[src/inc/spi_port_defs.svh]
// register offsets, field positions, reset values and timing counts of the serial port
`ifndef SPI_PORT_DEFS_SVH
`define SPI_PORT_DEFS_SVH

// register select codes on the cpu i/o port
`define SPI_REG_CTRL      2'h0
`define SPI_REG_STATUS    2'h1
`define SPI_REG_DATA      2'h2

// control register fields
`define SPI_CTRL_IRQ_EN   7
`define SPI_CTRL_PORT_EN  6
`define SPI_CTRL_ORDER    5
`define SPI_CTRL_MASTER   4
`define SPI_CTRL_CLOCK_IDLE_LEVEL     3
`define SPI_CTRL_CLOCK_SAMPLE_PHASE     2
`define SPI_CTRL_RATE_HI  1
`define SPI_CTRL_RATE_LO  0
`define SPI_CTRL_RESET    8'h00

// status register fields
`define SPI_STAT_DONE     7
`define SPI_STAT_WRITE_COLLISION_FLAG     6
`define SPI_STAT_DBL      0

// sck divisors of the system clock at normal speed; double speed halves them
`define SPI_DIV_RATE0     8'h04
`define SPI_DIV_RATE1     8'h10
`define SPI_DIV_RATE2     8'h40
`define SPI_DIV_RATE3     8'h80

// last bit index and last sck edge index of a byte
`define SPI_BITS_LAST     3'h7
`define SPI_EDGE_LAST     4'hF

`endif

[src/inc/spi_port_pkg.sv]
// types shared by the serial port files
package spi_port_pkg;

  typedef enum logic [1:0] {
    ST_IDLE     = 2'b00,
    ST_M_WAIT   = 2'b01,
    ST_M_SHIFT  = 2'b10,
    ST_S_ACTIVE = 2'b11
  } spi_state_t;

endpackage

[src/rtl/byte_fifo.sv]
// first-in first-out buffer with valid/ready on both sides
`timescale 1ns/1ps

module byte_fifo #(
  parameter int WIDTH = 8,
  parameter int DEPTH = 8
) (
  // clock and reset
  input  wire logic             clk,
  input  wire logic             resetn,
  // filling side
  input  wire logic             in_valid,
  output logic                  in_ready,
  input  wire logic [WIDTH-1:0] in_data,
  // draining side
  output logic                  out_valid,
  input  wire logic             out_ready,
  output logic [WIDTH-1:0]      out_data
);

  localparam int AW = (DEPTH > 1) ? $clog2(DEPTH) : 1;
  localparam int CW = $clog2(DEPTH + 1);
  localparam logic [AW-1:0] LAST = AW'(DEPTH - 1);
  localparam logic [CW-1:0] FULL = CW'(DEPTH);

  logic [WIDTH-1:0] mem [DEPTH];
  logic [AW-1:0]    wr_q;
  logic [AW-1:0]    wr_d;
  logic [AW-1:0]    rd_q;
  logic [AW-1:0]    rd_d;
  logic [CW-1:0]    cnt_q;
  logic [CW-1:0]    cnt_d;
  logic             push;
  logic             pop;

  assign in_ready  = (cnt_q != FULL);
  assign out_valid = (cnt_q != '0);
  assign out_data  = mem[rd_q];

  // a push into a full buffer is taken when the same cycle pops
  always_comb begin
    pop   = out_valid && out_ready;
    push  = in_valid && (in_ready || pop);
    wr_d  = wr_q;
    rd_d  = rd_q;
    cnt_d = cnt_q;
    if (push) begin
      wr_d = (wr_q == LAST) ? '0 : wr_q + 1'b1;
    end
    if (pop) begin
      rd_d = (rd_q == LAST) ? '0 : rd_q + 1'b1;
    end
    if (push && !pop) begin
      cnt_d = cnt_q + 1'b1;
    end else if (pop && !push) begin
      cnt_d = cnt_q - 1'b1;
    end
  end

  always_ff @(posedge clk) begin
    if (!resetn) begin
      wr_q  <= '0;
      rd_q  <= '0;
      cnt_q <= '0;
    end else begin
      wr_q  <= wr_d;
      rd_q  <= rd_d;
      cnt_q <= cnt_d;
    end
  end

  always_ff @(posedge clk) begin
    if (push) begin
      mem[wr_q] <= in_data;
    end
  end

endmodule // byte_fifo

[src/rtl/spi_master_slave_port.sv]
// byte-wide serial peripheral port, master or slave, with cpu register interface
`timescale 1ns/1ps
`include "spi_port_defs.svh"

module spi_master_slave_port #(
  parameter int FIFO_DEPTH = 8
) (
  // clock and reset
  input  wire logic       clk,
  input  wire logic       resetn,
  // cpu register port
  input  wire logic [1:0] reg_addr,
  input  wire logic       reg_wr,
  input  wire logic       reg_rd,
  input  wire logic [7:0] reg_wdata,
  output logic [7:0]      reg_rdata,
  // interrupt
  input  wire logic       global_irq_en,
  input  wire logic       irq_ack,
  output logic            irq,
  // user pin directions, one means output
  input  wire logic       mosi_dir,
  input  wire logic       miso_dir,
  input  wire logic       sck_dir,
  input  wire logic       ss_dir,
  input  wire logic       ss_gpio_out,
  // mosi pin
  input  wire logic       mosi_i,
  output logic            mosi_o,
  output logic            mosi_oe,
  // miso pin
  input  wire logic       miso_i,
  output logic            miso_o,
  output logic            miso_oe,
  // sck pin
  input  wire logic       sck_i,
  output logic            sck_o,
  output logic            sck_oe,
  // slave select pin
  input  wire logic       ss_n_i,
  output logic            ss_n_o,
  output logic            ss_n_oe
);

  spi_port_pkg::spi_state_t state_q, state_d;
  logic [7:0] ctrl_q, ctrl_d;
  logic       dbl_q, dbl_d;
  logic       done_q, done_d;
  logic       write_collision_flag_q, write_collision_flag_d;
  logic       done_arm_q, done_arm_d;
  logic       write_collision_flag_arm_q, write_collision_flag_arm_d;
  logic [7:0] sh_q, sh_d;
  logic [7:0] tx_hold_q, tx_hold_d;
  logic [7:0] last_rx_q, last_rx_d;
  logic       out_q, out_d;
  logic       sck_q, sck_d;
  logic       sck_prev_q, sck_prev_d;
  logic [6:0] div_q, div_d;
  logic [3:0] edge_q, edge_d;
  logic [2:0] bit_q, bit_d;
  logic [7:0] rdata_q, rdata_d;

  logic       byte_done;
  logic       fifo_in_ready, fifo_out_valid, fifo_out_ready;
  logic [7:0] fifo_out_data;

  logic       enabled, master, lsb_first, clock_idle_level, clock_sample_phase, busy, forced_slave;
  logic       ctrl_wr, stat_wr, stat_rd, data_wr, data_rd;
  logic       sample, leading, rd_pop;

  // next bit to send, taken from the end that leaves first
  function automatic logic head_bit(input logic [7:0] v, input logic lsb);
    head_bit = lsb ? v[0] : v[7];
  endfunction

  function automatic logic [7:0] shift_in(input logic [7:0] v, input logic b, input logic lsb);
    shift_in = lsb ? {b, v[7:1]} : {v[6:0], b};
  endfunction

  // system cycles per sck half period
  function automatic logic [6:0] half_period(input logic dbl, input logic [1:0] rate);
    logic [7:0] div;
    div = `SPI_DIV_RATE0;
    case (rate)
      2'h0:    div = `SPI_DIV_RATE0;
      2'h1:    div = `SPI_DIV_RATE1;
      2'h2:    div = `SPI_DIV_RATE2;
      2'h3:    div = `SPI_DIV_RATE3;
      default: div = `SPI_DIV_RATE0;
    endcase
    half_period = dbl ? {1'b0, div[7:2]} : div[7:1];
  endfunction

  assign enabled   = ctrl_q[`SPI_CTRL_PORT_EN];
  assign master    = ctrl_q[`SPI_CTRL_MASTER];
  assign lsb_first = ctrl_q[`SPI_CTRL_ORDER];
  assign clock_idle_level      = ctrl_q[`SPI_CTRL_CLOCK_IDLE_LEVEL];
  assign clock_sample_phase      = ctrl_q[`SPI_CTRL_CLOCK_SAMPLE_PHASE];
  assign ctrl_wr   = reg_wr && (reg_addr == `SPI_REG_CTRL);
  assign stat_wr   = reg_wr && (reg_addr == `SPI_REG_STATUS);
  assign stat_rd   = reg_rd && (reg_addr == `SPI_REG_STATUS);
  assign data_wr   = reg_wr && (reg_addr == `SPI_REG_DATA);
  assign data_rd   = reg_rd && (reg_addr == `SPI_REG_DATA);

  // a slave byte is only in flight once its first bit was sampled
  assign busy = (state_q == spi_port_pkg::ST_M_WAIT) || (state_q == spi_port_pkg::ST_M_SHIFT) ||
                ((state_q == spi_port_pkg::ST_S_ACTIVE) && (bit_q != 3'h0));

  // another master pulls our select input low
  assign forced_slave = enabled && master && !ss_dir && !ss_n_i;

  // slave cannot stall the far master, so a full buffer drops its oldest byte
  assign rd_pop         = data_rd && fifo_out_valid;
  assign fifo_out_ready = rd_pop || (byte_done && !fifo_in_ready);

  byte_fifo #(.WIDTH (8), .DEPTH (FIFO_DEPTH)) u_rx_fifo (
    .clk       (clk),
    .resetn    (resetn),
    .in_valid  (byte_done),
    .in_ready  (fifo_in_ready),
    .in_data   (sh_d),
    .out_valid (fifo_out_valid),
    .out_ready (fifo_out_ready),
    .out_data  (fifo_out_data)
  );

  always_comb begin
    state_d    = state_q;
    ctrl_d     = ctrl_q;
    dbl_d      = dbl_q;
    done_d     = done_q;
    write_collision_flag_d     = write_collision_flag_q;
    done_arm_d = done_arm_q;
    write_collision_flag_arm_d = write_collision_flag_arm_q;
    sh_d       = sh_q;
    tx_hold_d  = tx_hold_q;
    last_rx_d  = last_rx_q;
    out_d      = out_q;
    sck_d      = sck_q;
    sck_prev_d = sck_i;
    div_d      = div_q;
    edge_d     = edge_q;
    bit_d      = bit_q;
    byte_done  = 1'b0;
    sample     = 1'b0;
    leading    = 1'b0;
    if (ctrl_wr) begin
      ctrl_d = reg_wdata;
    end
    if (stat_wr) begin
      dbl_d = reg_wdata[`SPI_STAT_DBL];
    end
    // clears: vector taken, or status read with flag set then data access
    if (stat_rd) begin
      done_arm_d = done_q;
      write_collision_flag_arm_d = write_collision_flag_q;
    end
    if (irq_ack) begin
      done_d = 1'b0;
    end
    if (data_rd || data_wr) begin
      if (done_arm_q || write_collision_flag_arm_q) begin
        done_d = 1'b0;
      end
      if (write_collision_flag_arm_q) begin
        write_collision_flag_d = 1'b0;
      end
      done_arm_d = 1'b0;
      write_collision_flag_arm_d = 1'b0;
    end
    if (rd_pop) begin
      last_rx_d = fifo_out_data;
    end
    // transmit is single buffered: a write in flight is dropped
    if (data_wr) begin
      if (busy) begin
        write_collision_flag_d = 1'b1;
      end else begin
        sh_d      = reg_wdata;
        tx_hold_d = reg_wdata;
        out_d     = head_bit(reg_wdata, lsb_first);
        if (enabled && master) begin
          state_d = spi_port_pkg::ST_M_WAIT;
        end
      end
    end
    case (state_q)
      spi_port_pkg::ST_IDLE: begin
        sck_d = clock_idle_level;
        bit_d = 3'h0;
        if (enabled && !master && !ss_n_i && !data_wr) begin
          state_d = spi_port_pkg::ST_S_ACTIVE;
          out_d   = head_bit(sh_q, lsb_first);
        end
      end
      spi_port_pkg::ST_M_WAIT: begin
        // holds the start while the receive buffer has no room
        div_d  = 7'h00;
        edge_d = 4'h0;
        if (fifo_in_ready) begin
          state_d = spi_port_pkg::ST_M_SHIFT;
        end
      end
      spi_port_pkg::ST_M_SHIFT: begin
        div_d = div_q + 7'h01;
        if (div_q == half_period(dbl_q, ctrl_q[`SPI_CTRL_RATE_HI:`SPI_CTRL_RATE_LO]) - 7'h01) begin
          div_d   = 7'h00;
          sck_d   = !sck_q;
          edge_d  = edge_q + 4'h1;
          leading = !edge_q[0];
          sample  = leading ^ clock_sample_phase;
          if (sample) begin
            sh_d = shift_in(sh_q, miso_i, lsb_first);
          end else begin
            out_d = head_bit(sh_q, lsb_first);
          end
          if (edge_q == `SPI_EDGE_LAST) begin
            byte_done = 1'b1;
            state_d   = spi_port_pkg::ST_IDLE;
          end
        end
      end
      spi_port_pkg::ST_S_ACTIVE: begin
        if (!enabled || master || ss_n_i) begin
          // partial bits are dropped and the byte to send is restored
          state_d = spi_port_pkg::ST_IDLE;
          bit_d   = 3'h0;
          sh_d    = tx_hold_q;
        end else if (sck_i != sck_prev_q) begin
          leading = (sck_i != clock_idle_level);
          sample  = leading ^ clock_sample_phase;
          if (sample) begin
            sh_d  = shift_in(sh_q, mosi_i, lsb_first);
            bit_d = bit_q + 3'h1;
            if (bit_q == `SPI_BITS_LAST) begin
              byte_done = 1'b1;
            end
          end else begin
            out_d = head_bit(sh_q, lsb_first);
          end
        end
      end
      default: begin
        state_d = spi_port_pkg::ST_IDLE;
      end
    endcase
    if (state_q != spi_port_pkg::ST_S_ACTIVE && state_q != spi_port_pkg::ST_IDLE && (!enabled || !master)) begin
      state_d = spi_port_pkg::ST_IDLE;
    end
    if (byte_done) begin
      tx_hold_d = sh_d;
    end
    if (forced_slave) begin
      ctrl_d[`SPI_CTRL_MASTER] = 1'b0;
      state_d                  = spi_port_pkg::ST_IDLE;
      sck_d                    = clock_idle_level;
    end
    // sets win over any clear in the same cycle
    if (byte_done || forced_slave) begin
      done_d = 1'b1;
    end
    rdata_d = 8'h00;
    if (reg_rd) begin
      case (reg_addr)
        `SPI_REG_CTRL:   rdata_d = ctrl_q;
        `SPI_REG_STATUS: rdata_d = {done_q, write_collision_flag_q, 5'h00, dbl_q};
        `SPI_REG_DATA:   rdata_d = fifo_out_valid ? fifo_out_data : last_rx_q;
        default:         rdata_d = 8'h00;
      endcase
    end
  end

  always_ff @(posedge clk) begin
    if (!resetn) begin
      state_q    <= spi_port_pkg::ST_IDLE;
      ctrl_q     <= `SPI_CTRL_RESET;
      dbl_q      <= 1'b0;
      done_q     <= 1'b0;
      write_collision_flag_q     <= 1'b0;
      done_arm_q <= 1'b0;
      write_collision_flag_arm_q <= 1'b0;
      sh_q       <= 8'h00;
      tx_hold_q  <= 8'h00;
      last_rx_q  <= 8'h00;
      out_q      <= 1'b0;
      sck_q      <= 1'b0;
      sck_prev_q <= 1'b0;
      div_q      <= 7'h00;
      edge_q     <= 4'h0;
      bit_q      <= 3'h0;
      rdata_q    <= 8'h00;
    end else begin
      state_q    <= state_d;
      ctrl_q     <= ctrl_d;
      dbl_q      <= dbl_d;
      done_q     <= done_d;
      write_collision_flag_q     <= write_collision_flag_d;
      done_arm_q <= done_arm_d;
      write_collision_flag_arm_q <= write_collision_flag_arm_d;
      sh_q       <= sh_d;
      tx_hold_q  <= tx_hold_d;
      last_rx_q  <= last_rx_d;
      out_q      <= out_d;
      sck_q      <= sck_d;
      sck_prev_q <= sck_prev_d;
      div_q      <= div_d;
      edge_q     <= edge_d;
      bit_q      <= bit_d;
      rdata_q    <= rdata_d;
    end
  end

  assign reg_rdata = rdata_q;
  assign irq       = done_q && ctrl_q[`SPI_CTRL_IRQ_EN] && global_irq_en;

  // pin overrides; a disabled port leaves the user directions in force
  always_comb begin
    mosi_o  = out_q;
    miso_o  = out_q;
    sck_o   = sck_q;
    ss_n_o  = ss_gpio_out;
    mosi_oe = mosi_dir;
    miso_oe = miso_dir;
    sck_oe  = sck_dir;
    ss_n_oe = ss_dir;
    if (enabled && master) begin
      miso_oe = 1'b0;
    end else if (enabled) begin
      mosi_oe = 1'b0;
      sck_oe  = 1'b0;
      ss_n_oe = 1'b0;
      miso_oe = miso_dir && !ss_n_i;
    end
  end

endmodule // spi_master_slave_port

[config.mk]
export PLATFORM = sky130hd
export DESIGN_NAME = spi_master_slave_port
export DESIGN_NICKNAME = d
export VERILOG_FILES = /design/src/inc/spi_port_pkg.sv /design/src/rtl/byte_fifo.sv /design/src/rtl/spi_master_slave_port.sv
export VERILOG_INCLUDE_DIRS = /design/src /design/src/inc
export SDC_FILE = /design/constraint.sdc
export NUM_CORES = 1
export LEC_CHECK = 0
export ABC_AREA = 1
export BUFFER_PORTS_ARGS = -buffer_cell sky130_fd_sc_hd__buf_2
export CORE_ASPECT_RATIO = 0.7
export CORE_MARGIN = 2
export CORE_UTILIZATION = 63
export CTS_BUF_LIST = sky130_fd_sc_hd__clkbuf_8
export CTS_CLUSTER_DIAMETER = 120
export DETAILED_ROUTE_END_ITERATION = 10
export PLACE_DENSITY = 0.8
export SLEW_MARGIN = 20
export SYNTH_ARGS = -nofsm -noshare
export SYNTH_HDL_FRONTEND = slang
export SYNTH_SLANG_ARGS = --single-unit
[constraint.sdc]
create_clock -name clk -period 3.2 [get_ports clk]
set_input_delay 0.64 -clock clk [delete_from_list [all_inputs] [get_ports clk]]
set_output_delay 0.64 -clock clk [all_outputs]
set_load 0.01 [all_outputs]
# Word-level counts from Yosys, hierarchy flattened
# Memory sizes are Yosys's and may differ from the RTL's. A register that Yosys moved wholly into a read port is not among the register bits.
# Index checks and enable logic that the tools add are counted.
dict set report classes {
  add_sub_neg 8
  eq_ne 22
  n_mux 80
  bitwise 3
  reduce_logical 62
}
# op count
set ops {}
lappend ops {{$mux W8} 14}
lappend ops {{$mux W1} 36}
lappend ops {{$pmux W8 S4} 1}
lappend ops {{$pmux W8 S3} 1}
lappend ops {{$logic_and A1 B1 Y1} 23}
lappend ops {{$mux W3} 7}
lappend ops {{$mux W2} 8}
lappend ops {{$pmux W8 S2} 1}
lappend ops {{$mux W7} 2}
lappend ops {{$pmux W7 S2} 1}
lappend ops {{$mux W4} 3}
lappend ops {{$eq A2 B2 Y1 const B} 5}
lappend ops {{$logic_not A1 Y1} 10}
lappend ops {{$logic_or A1 B1 Y1} 10}
lappend ops {{$reduce_bool A2 Y1} 5}
lappend ops {{$add A3 B1 Y3 const B} 3}
lappend ops {{$eq A3 B3 Y1 const B} 3}
lappend ops {{$add A4 B1 Y4 const B} 2}
lappend ops {{$pmux W2 S4} 1}
lappend ops {{$pmux W4 S2} 1}
lappend ops {{$reduce_and A2 Y1} 4}
lappend ops {{$add A7 B1 Y7 const B} 1}
lappend ops {{$eq A7 B7 Y1} 1}
lappend ops {{$sub A7 B1 Y7 const B} 1}
lappend ops {{other kinds (20)} 31}
dict set report word_totals {
  ff_bits 74
  ram_bits 64
  word_cells 197
  memories 1
}
# memory words width read_ports rd_clocked_by_memory_dff wr line
set memory_table {}
lappend memory_table {u_rx_fifo.mem 8 8 1 1 1 byte_fifo.sv:26} ;# logic [WIDTH-1:0] mem [DEPTH];

# Depth between registers and ports, before layout
dict set report logic_depth {
  ltp_word 17
  mapped_depth 21
}

# Hierarchy
# Synthesis repeated with hierarchy kept, for this count alone.
dict set report hier_totals {
  hier_cells 973
  area_unflattened_um2 7478.4
}
# module n_inst cells_each area_per_inst_um2 seq_area_each_um2
set modules_own_cells {}
lappend modules_own_cells {spi_master_slave_port 1 678 4234.1 1281.2}
lappend modules_own_cells {byte_fifo 1 295 3244.4 2182.1}

# Least setup slack after synthesis
# No wires, ideal clock.
dict set report synth_path {
  path_type {input to register}
  from {input port sck_i}
  to {register u_rx_fifo.cnt_q[3]}
  t_arrival_ns 2.890
  required_ns 3.081
  setup_slack_ns 0.190
  stages 18
  n_path_buf 1
  path_cell_list {or2_1 > nand3_1 > nand3_4 > inv_2 > nand3_2 > nand2_4 > buf_6 > a21oi_1 > ha_1 > inv_1 > ha_1 > and3_1 > a211oi_1 > nor2_1 > nor2_1 > nand2_1 > o21ai_0 > a21oi_1}
}
dict set report synth_via {
  elab_chain_len 14
  word_cells_on_any_way 18
}
# item line
set synth_rtl {}
lappend synth_rtl {{start, declared} spi_master_slave_port.sv:36} ;# input wire logic sck_i,
lappend synth_rtl {{$ne A1 B1 Y1} spi_master_slave_port.sv:230} ;# leading = (sck_i != clock_idle_level);
lappend synth_rtl {{$xor A1 B1 Y1} spi_master_slave_port.sv:231} ;# sample = leading ^ clock_sample_phase;
lappend synth_rtl {{$mux W1} spi_master_slave_port.sv:232} ;# if (sample) begin
lappend synth_rtl {{$mux W1 *} spi_master_slave_port.sv:229} ;# end else if (sck_i != sck_prev_q) begin
lappend synth_rtl {{$mux W1 *} spi_master_slave_port.sv:224} ;# if (!enabled || master || ss_n_i) begin
lappend synth_rtl {{$pmux W1 S2 *} spi_master_slave_port.sv:187} ;# case (state_q)
lappend synth_rtl {{$logic_and A1 B1 Y1} spi_master_slave_port.sv:114} ;# assign fifo_out_ready = rd_pop || (byte_done && !fifo_in_ready);
lappend synth_rtl {{$logic_or A1 B1 Y1} spi_master_slave_port.sv:114}
lappend synth_rtl {{$logic_and A1 B1 Y1} byte_fifo.sv:42} ;# pop = out_valid && out_ready;
lappend synth_rtl {{$logic_or A1 B1 Y1} byte_fifo.sv:43} ;# push = in_valid && (in_ready || pop);
lappend synth_rtl {{$logic_and A1 B1 Y1 *} byte_fifo.sv:43}
lappend synth_rtl {{named net u_rx_fifo.push} byte_fifo.sv:33} ;# logic push;
lappend synth_rtl {{$logic_not A1 Y1} byte_fifo.sv:55} ;# end else if (pop && !push) begin
lappend synth_rtl {{$logic_and A1 B1 Y1} byte_fifo.sv:55}
lappend synth_rtl {{$reduce_bool A2 Y1 (no source line)} -}
lappend synth_rtl {{end signal, assigned} byte_fifo.sv:68} ;# cnt_q <= cnt_d;
lappend synth_rtl {{end, declared} byte_fifo.sv:31} ;# logic [CW-1:0] cnt_q;
# The timed path passes the listed nets; every way through them passes the cells marked *.
# A chain may end at the register's enable or synchronous reset.

# Worst setup path in the final report
dict set report layout_path {
  from {register edge_q[0]}
  to {register u_rx_fifo.cnt_q[3]}
}
dict set report layout_via {
  elab_chain_len 12
  word_cells_on_any_way 15
}
# item line
set layout_rtl {}
lappend layout_rtl {{start, declared} spi_master_slave_port.sv:59} ;# logic [3:0] edge_q, edge_d;
lappend layout_rtl {{start signal, assigned} spi_master_slave_port.sv:307} ;# edge_q <= edge_d;
lappend layout_rtl {{$eq A4 B4 Y1 (no source line) *} -}
lappend layout_rtl {{$mux W1 *} spi_master_slave_port.sv:217} ;# if (edge_q == `SPI_EDGE_LAST) begin
lappend layout_rtl {{$mux W1 *} spi_master_slave_port.sv:206} ;# if (div_q == half_period(dbl_q, ctrl_q[`SPI_CTRL_RATE_HI:`SPI_CTRL_RATE_LO]) - 7'h01) begin
lappend layout_rtl {{$pmux W1 S2 *} spi_master_slave_port.sv:187}
lappend layout_rtl {{$logic_and A1 B1 Y1} spi_master_slave_port.sv:114}
lappend layout_rtl {{$logic_or A1 B1 Y1} spi_master_slave_port.sv:114}
lappend layout_rtl {{$logic_and A1 B1 Y1} byte_fifo.sv:42}
lappend layout_rtl {{$logic_or A1 B1 Y1} byte_fifo.sv:43}
lappend layout_rtl {{$logic_and A1 B1 Y1} byte_fifo.sv:43}
lappend layout_rtl {{$logic_not A1 Y1} byte_fifo.sv:55}
lappend layout_rtl {{$logic_and A1 B1 Y1} byte_fifo.sv:55}
lappend layout_rtl {{$reduce_bool A2 Y1 (no source line)} -}
# Mark *: on every way between the ends. The rest lies on a longest branch, timed or not.

==> flow_summary.yaml <==
sta:
  final-setup-viol-count: 0
  min_period_over_period_pct: 90.3
  period_minus_slack_ns: 2.89
  max_freq_mhz: 346
  hold_viol: 0
  rsz0062_at_grt: "no"
  finalClockSkew_ns: 0.0141
  slew_viol_final: 0
  maxSlewHeadroom_pct: 41.7
  worst_pin_slew_ns: 0.874
drt:
  vias_per_cell: 5.91
  drt_wl_total_mm: 19.4
  final_antenna_net_count: 0
  vias: 6582
  wire_per_inst_um: 17.4
  drc_errors: 0
  drt-initial-drc-count: 912
  drt-pass1-iter-count: 5
place:
  dpl.hpwl_mm: 13.8
  placed_cell_area_um2: 7600
  portBuffers: 39
  globalplace.congestion: 0.968
synthesis:
  syn_inst: 900
  synthTopCellsByArea: "edfxtp_1 (27%), dfxtp_1 (21%), nand2_1 (9.4%)"
  syn-num-nets: 942
  netlist_area_um2: 7240
  yosysMostFrequentCell: "nand2_1"
  yosysSeqAreaShare_pct: 47.8
  synth_top_area_share_pct: 26.5
  synth_edf_count: 64
  yosysTopAreaCell: "edfxtp_1"
  synth_top_cells_by_count: "nand2_1 (182), inv_1 (105), nor2_1 (99), o21ai_0 (93), dfxtp_1 (77)"
  ys_seq_elements: 141
  synth.distinct_cells: 46
  synth_area_per_cell_um2: 8.05
  async_flop_share_pct: 0
  yosys_warnings: 0
  ys.flop_type: "dfxtp_1"
pwr:
  clock_power_share_pct: 39.1
  p_int_uw: 2750
  ir_drop_mv: 0.278
  p_switching_uw: 924
  total_power_uw: 3680
  comb_power_share_pct: 8.5
  seqPwrFrac_pct: 52.4
  p_sw_share_pct: 25.1
  powerDensity_nw_per_um2: 459
  leakage_uw: 0.00345
cts:
  postCtsSetupRepairBufs: 0
  h-tree-depth: 4
  clkSlewWorstSetupHoldPaths_ns: 0.08
  cts_hold_buf: 0
  cts_resized: 0
  cts.sinks: 141
  clock_latency_ns: 0.44
  cts_tree: "yes"
  cts_root_buf: "clkbuf_8"
  clockBufferDepth: 2
  cts_buffers: 17
critical_path:
  startpoint_type: "flop"
  path_class: "flop to flop"
  crit_fanout: 5
  crit_required_ns: 3.52
  worstPathArrival_ns: 3.21
  end_kind: "flop"
final_layout:
  syn2layout_area_growth_pct: 10.6
  fin_nets: 989
  drive_gt1_share_pct: 15.0
  final_util_pct: 72.2
  fin_area_um2: 8010
flow_run:
  maxCapViolCount: 0
global_routing:
  grt_start_max_net_pins: 38
  grt-ovfl-total: 0
  grt_pass1_wl_mm: 30.7
  grt_pass1_vias: 6341
  antenna_found_initial: 2
  track_usage_pct: 32.1
floorplanning:
  die_w_um: 132
  io_pins: 42
  die_h_um: 93.7
  core-area_um2: 11100
  std_cell_rows: 32
  initial_core_util_pct: 65.3
  dieArea_um2: 12400
min_path:
  worstHoldPathType: "input pin to flop"
status:
  status: "finished clean"
-- registers in the layout (all words and copies together) (netlist names), named ones only --
register	count
bit_q	3
ctrl_q	8
dbl_q	1
div_q	7
done_arm_q	1
done_q	1
edge_q	4
last_rx_q	8
miso_o	1
reg_rdata	8
sck_o	1
sck_prev_q	1
sh_q	8
state_q	2
tx_hold_q	8
u_rx_fifo.cnt_q	4
u_rx_fifo.mem	64
u_rx_fifo.rd_q	3
u_rx_fifo.wr_q	3
write_collision_flag_arm_q	1
write_collision_flag_q	1
-- path summary, 6_finish.rpt --
kind / startpoint / endpoint / slack, ns / depth (start not counted)
max: edge_q[0] / u_rx_fifo.cnt_q[3] / 0.31 / 16
min: sck_i / sck_prev_q / 0.45 / 3
max reg2reg: edge_q[0] / u_rx_fifo.cnt_q[3] / 0.31 / 16
min reg2reg: edge_q[3] / edge_q[3] / 0.48 / 2
-- per-stage QoR --
stage	TNS, ns	setup slack [ns]	hold WS [ns]	std cells
floorplan	0	0.190	0.439	900
detailed placement	-0.0566	-0.0566	0.474	1081
global placement	0	0.141	0.451	1081
finish	0	0.310	0.450	1114
global route	0	0.0620	0.459	1113
CTS	0	0.185	0.439	1113
-- logic make-up (layout without fill, tap and decap cells) --
group / Yosys count / count (layout) / share of synthesized area [%]
AOI/OAI and AO/OA: 211 / 211 / 16.1
and+or+nand+nor: 375 / 375 / 23.3
adders and majority gates: 17 / 17 / 3.04
buffers and inverters: 147 / 207 / 8.45
other: 0 / 1 / 0
muxes: 2 / 2 / 0.276
xor gates and xnor gates: 7 / 7 / 0.950
DFF: 141 / 141 / 47.8
-- cell usage in the layout, fill, tap and decap left out, types with 9 or more instances in the layout --
cell type,synthesis,routed
nand3_1,46,46
nor3_1,10,10
edfxtp_1,64,64
nand2_1,182,182
a21oi_1,60,60
inv_2,9,10
nor2_1,99,98
o21ai_1,9,9
buf_2,9,39
o21ai_0,93,93
o22ai_1,14,14
a31oi_1,12,12
buf_4,2,21
clkbuf_8,0,17
dfxtp_1,77,74
nand3_2,12,12
inv_1,105,107
ha_1,16,16
-- per-layer routing --
layer	up-vias	part of all wire (%)	global-route usage [%]	wire, um
met1	3069	42	42.7	8220
li1	3081	-	-	-
met2	375	45	50.4	8670
met5	-	0.067	0	13
met4	2	2.1	11.4	403
met3	55	11	9.28	2120
-- power groups by stage --
stage / combinational (uW) / sequential, uW / clock, uW
after detailed placement: 298 / 1970 / 0
after global routing: 337 / 1930 / 1520
final: 311 / 1930 / 1440
after CTS: 300 / 1930 / 1440
after global placement: 284 / 1970 / 0
after floorplan: 208 / 1960 / 0
-- final cells by class --
class                           count  area, um^2
Inverter                          115         432
Multi-Input combinational cell    612        3170
Sequential cell                   141        3470
Timing Repair Buffer               60         353
Clock inverter                     15         156
Antenna cell                        1        2.50
Tap cell                          153         191
Clock buffer                       17         234
Fill cell                         855        3080
-- worst max-delay path, cell delays in order (launching register included) --
cell and delay, ns:
dfxtp_1 0.45, ha_1 0.20, nand2_1 0.08, nor2_2 0.20
nand4_2 0.15, nand2_4 0.11, a21oi_1 0.07, ha_1 0.25
inv_2 0.10, ha_1 0.27, and3_1 0.19, a211oi_2 0.19
nor2_1 0.06, nor2_1 0.11, nand2_1 0.08, o21ai_0 0.18
a21oi_1 0.07
Note: power is estimated with default switching activity, not from simulation.
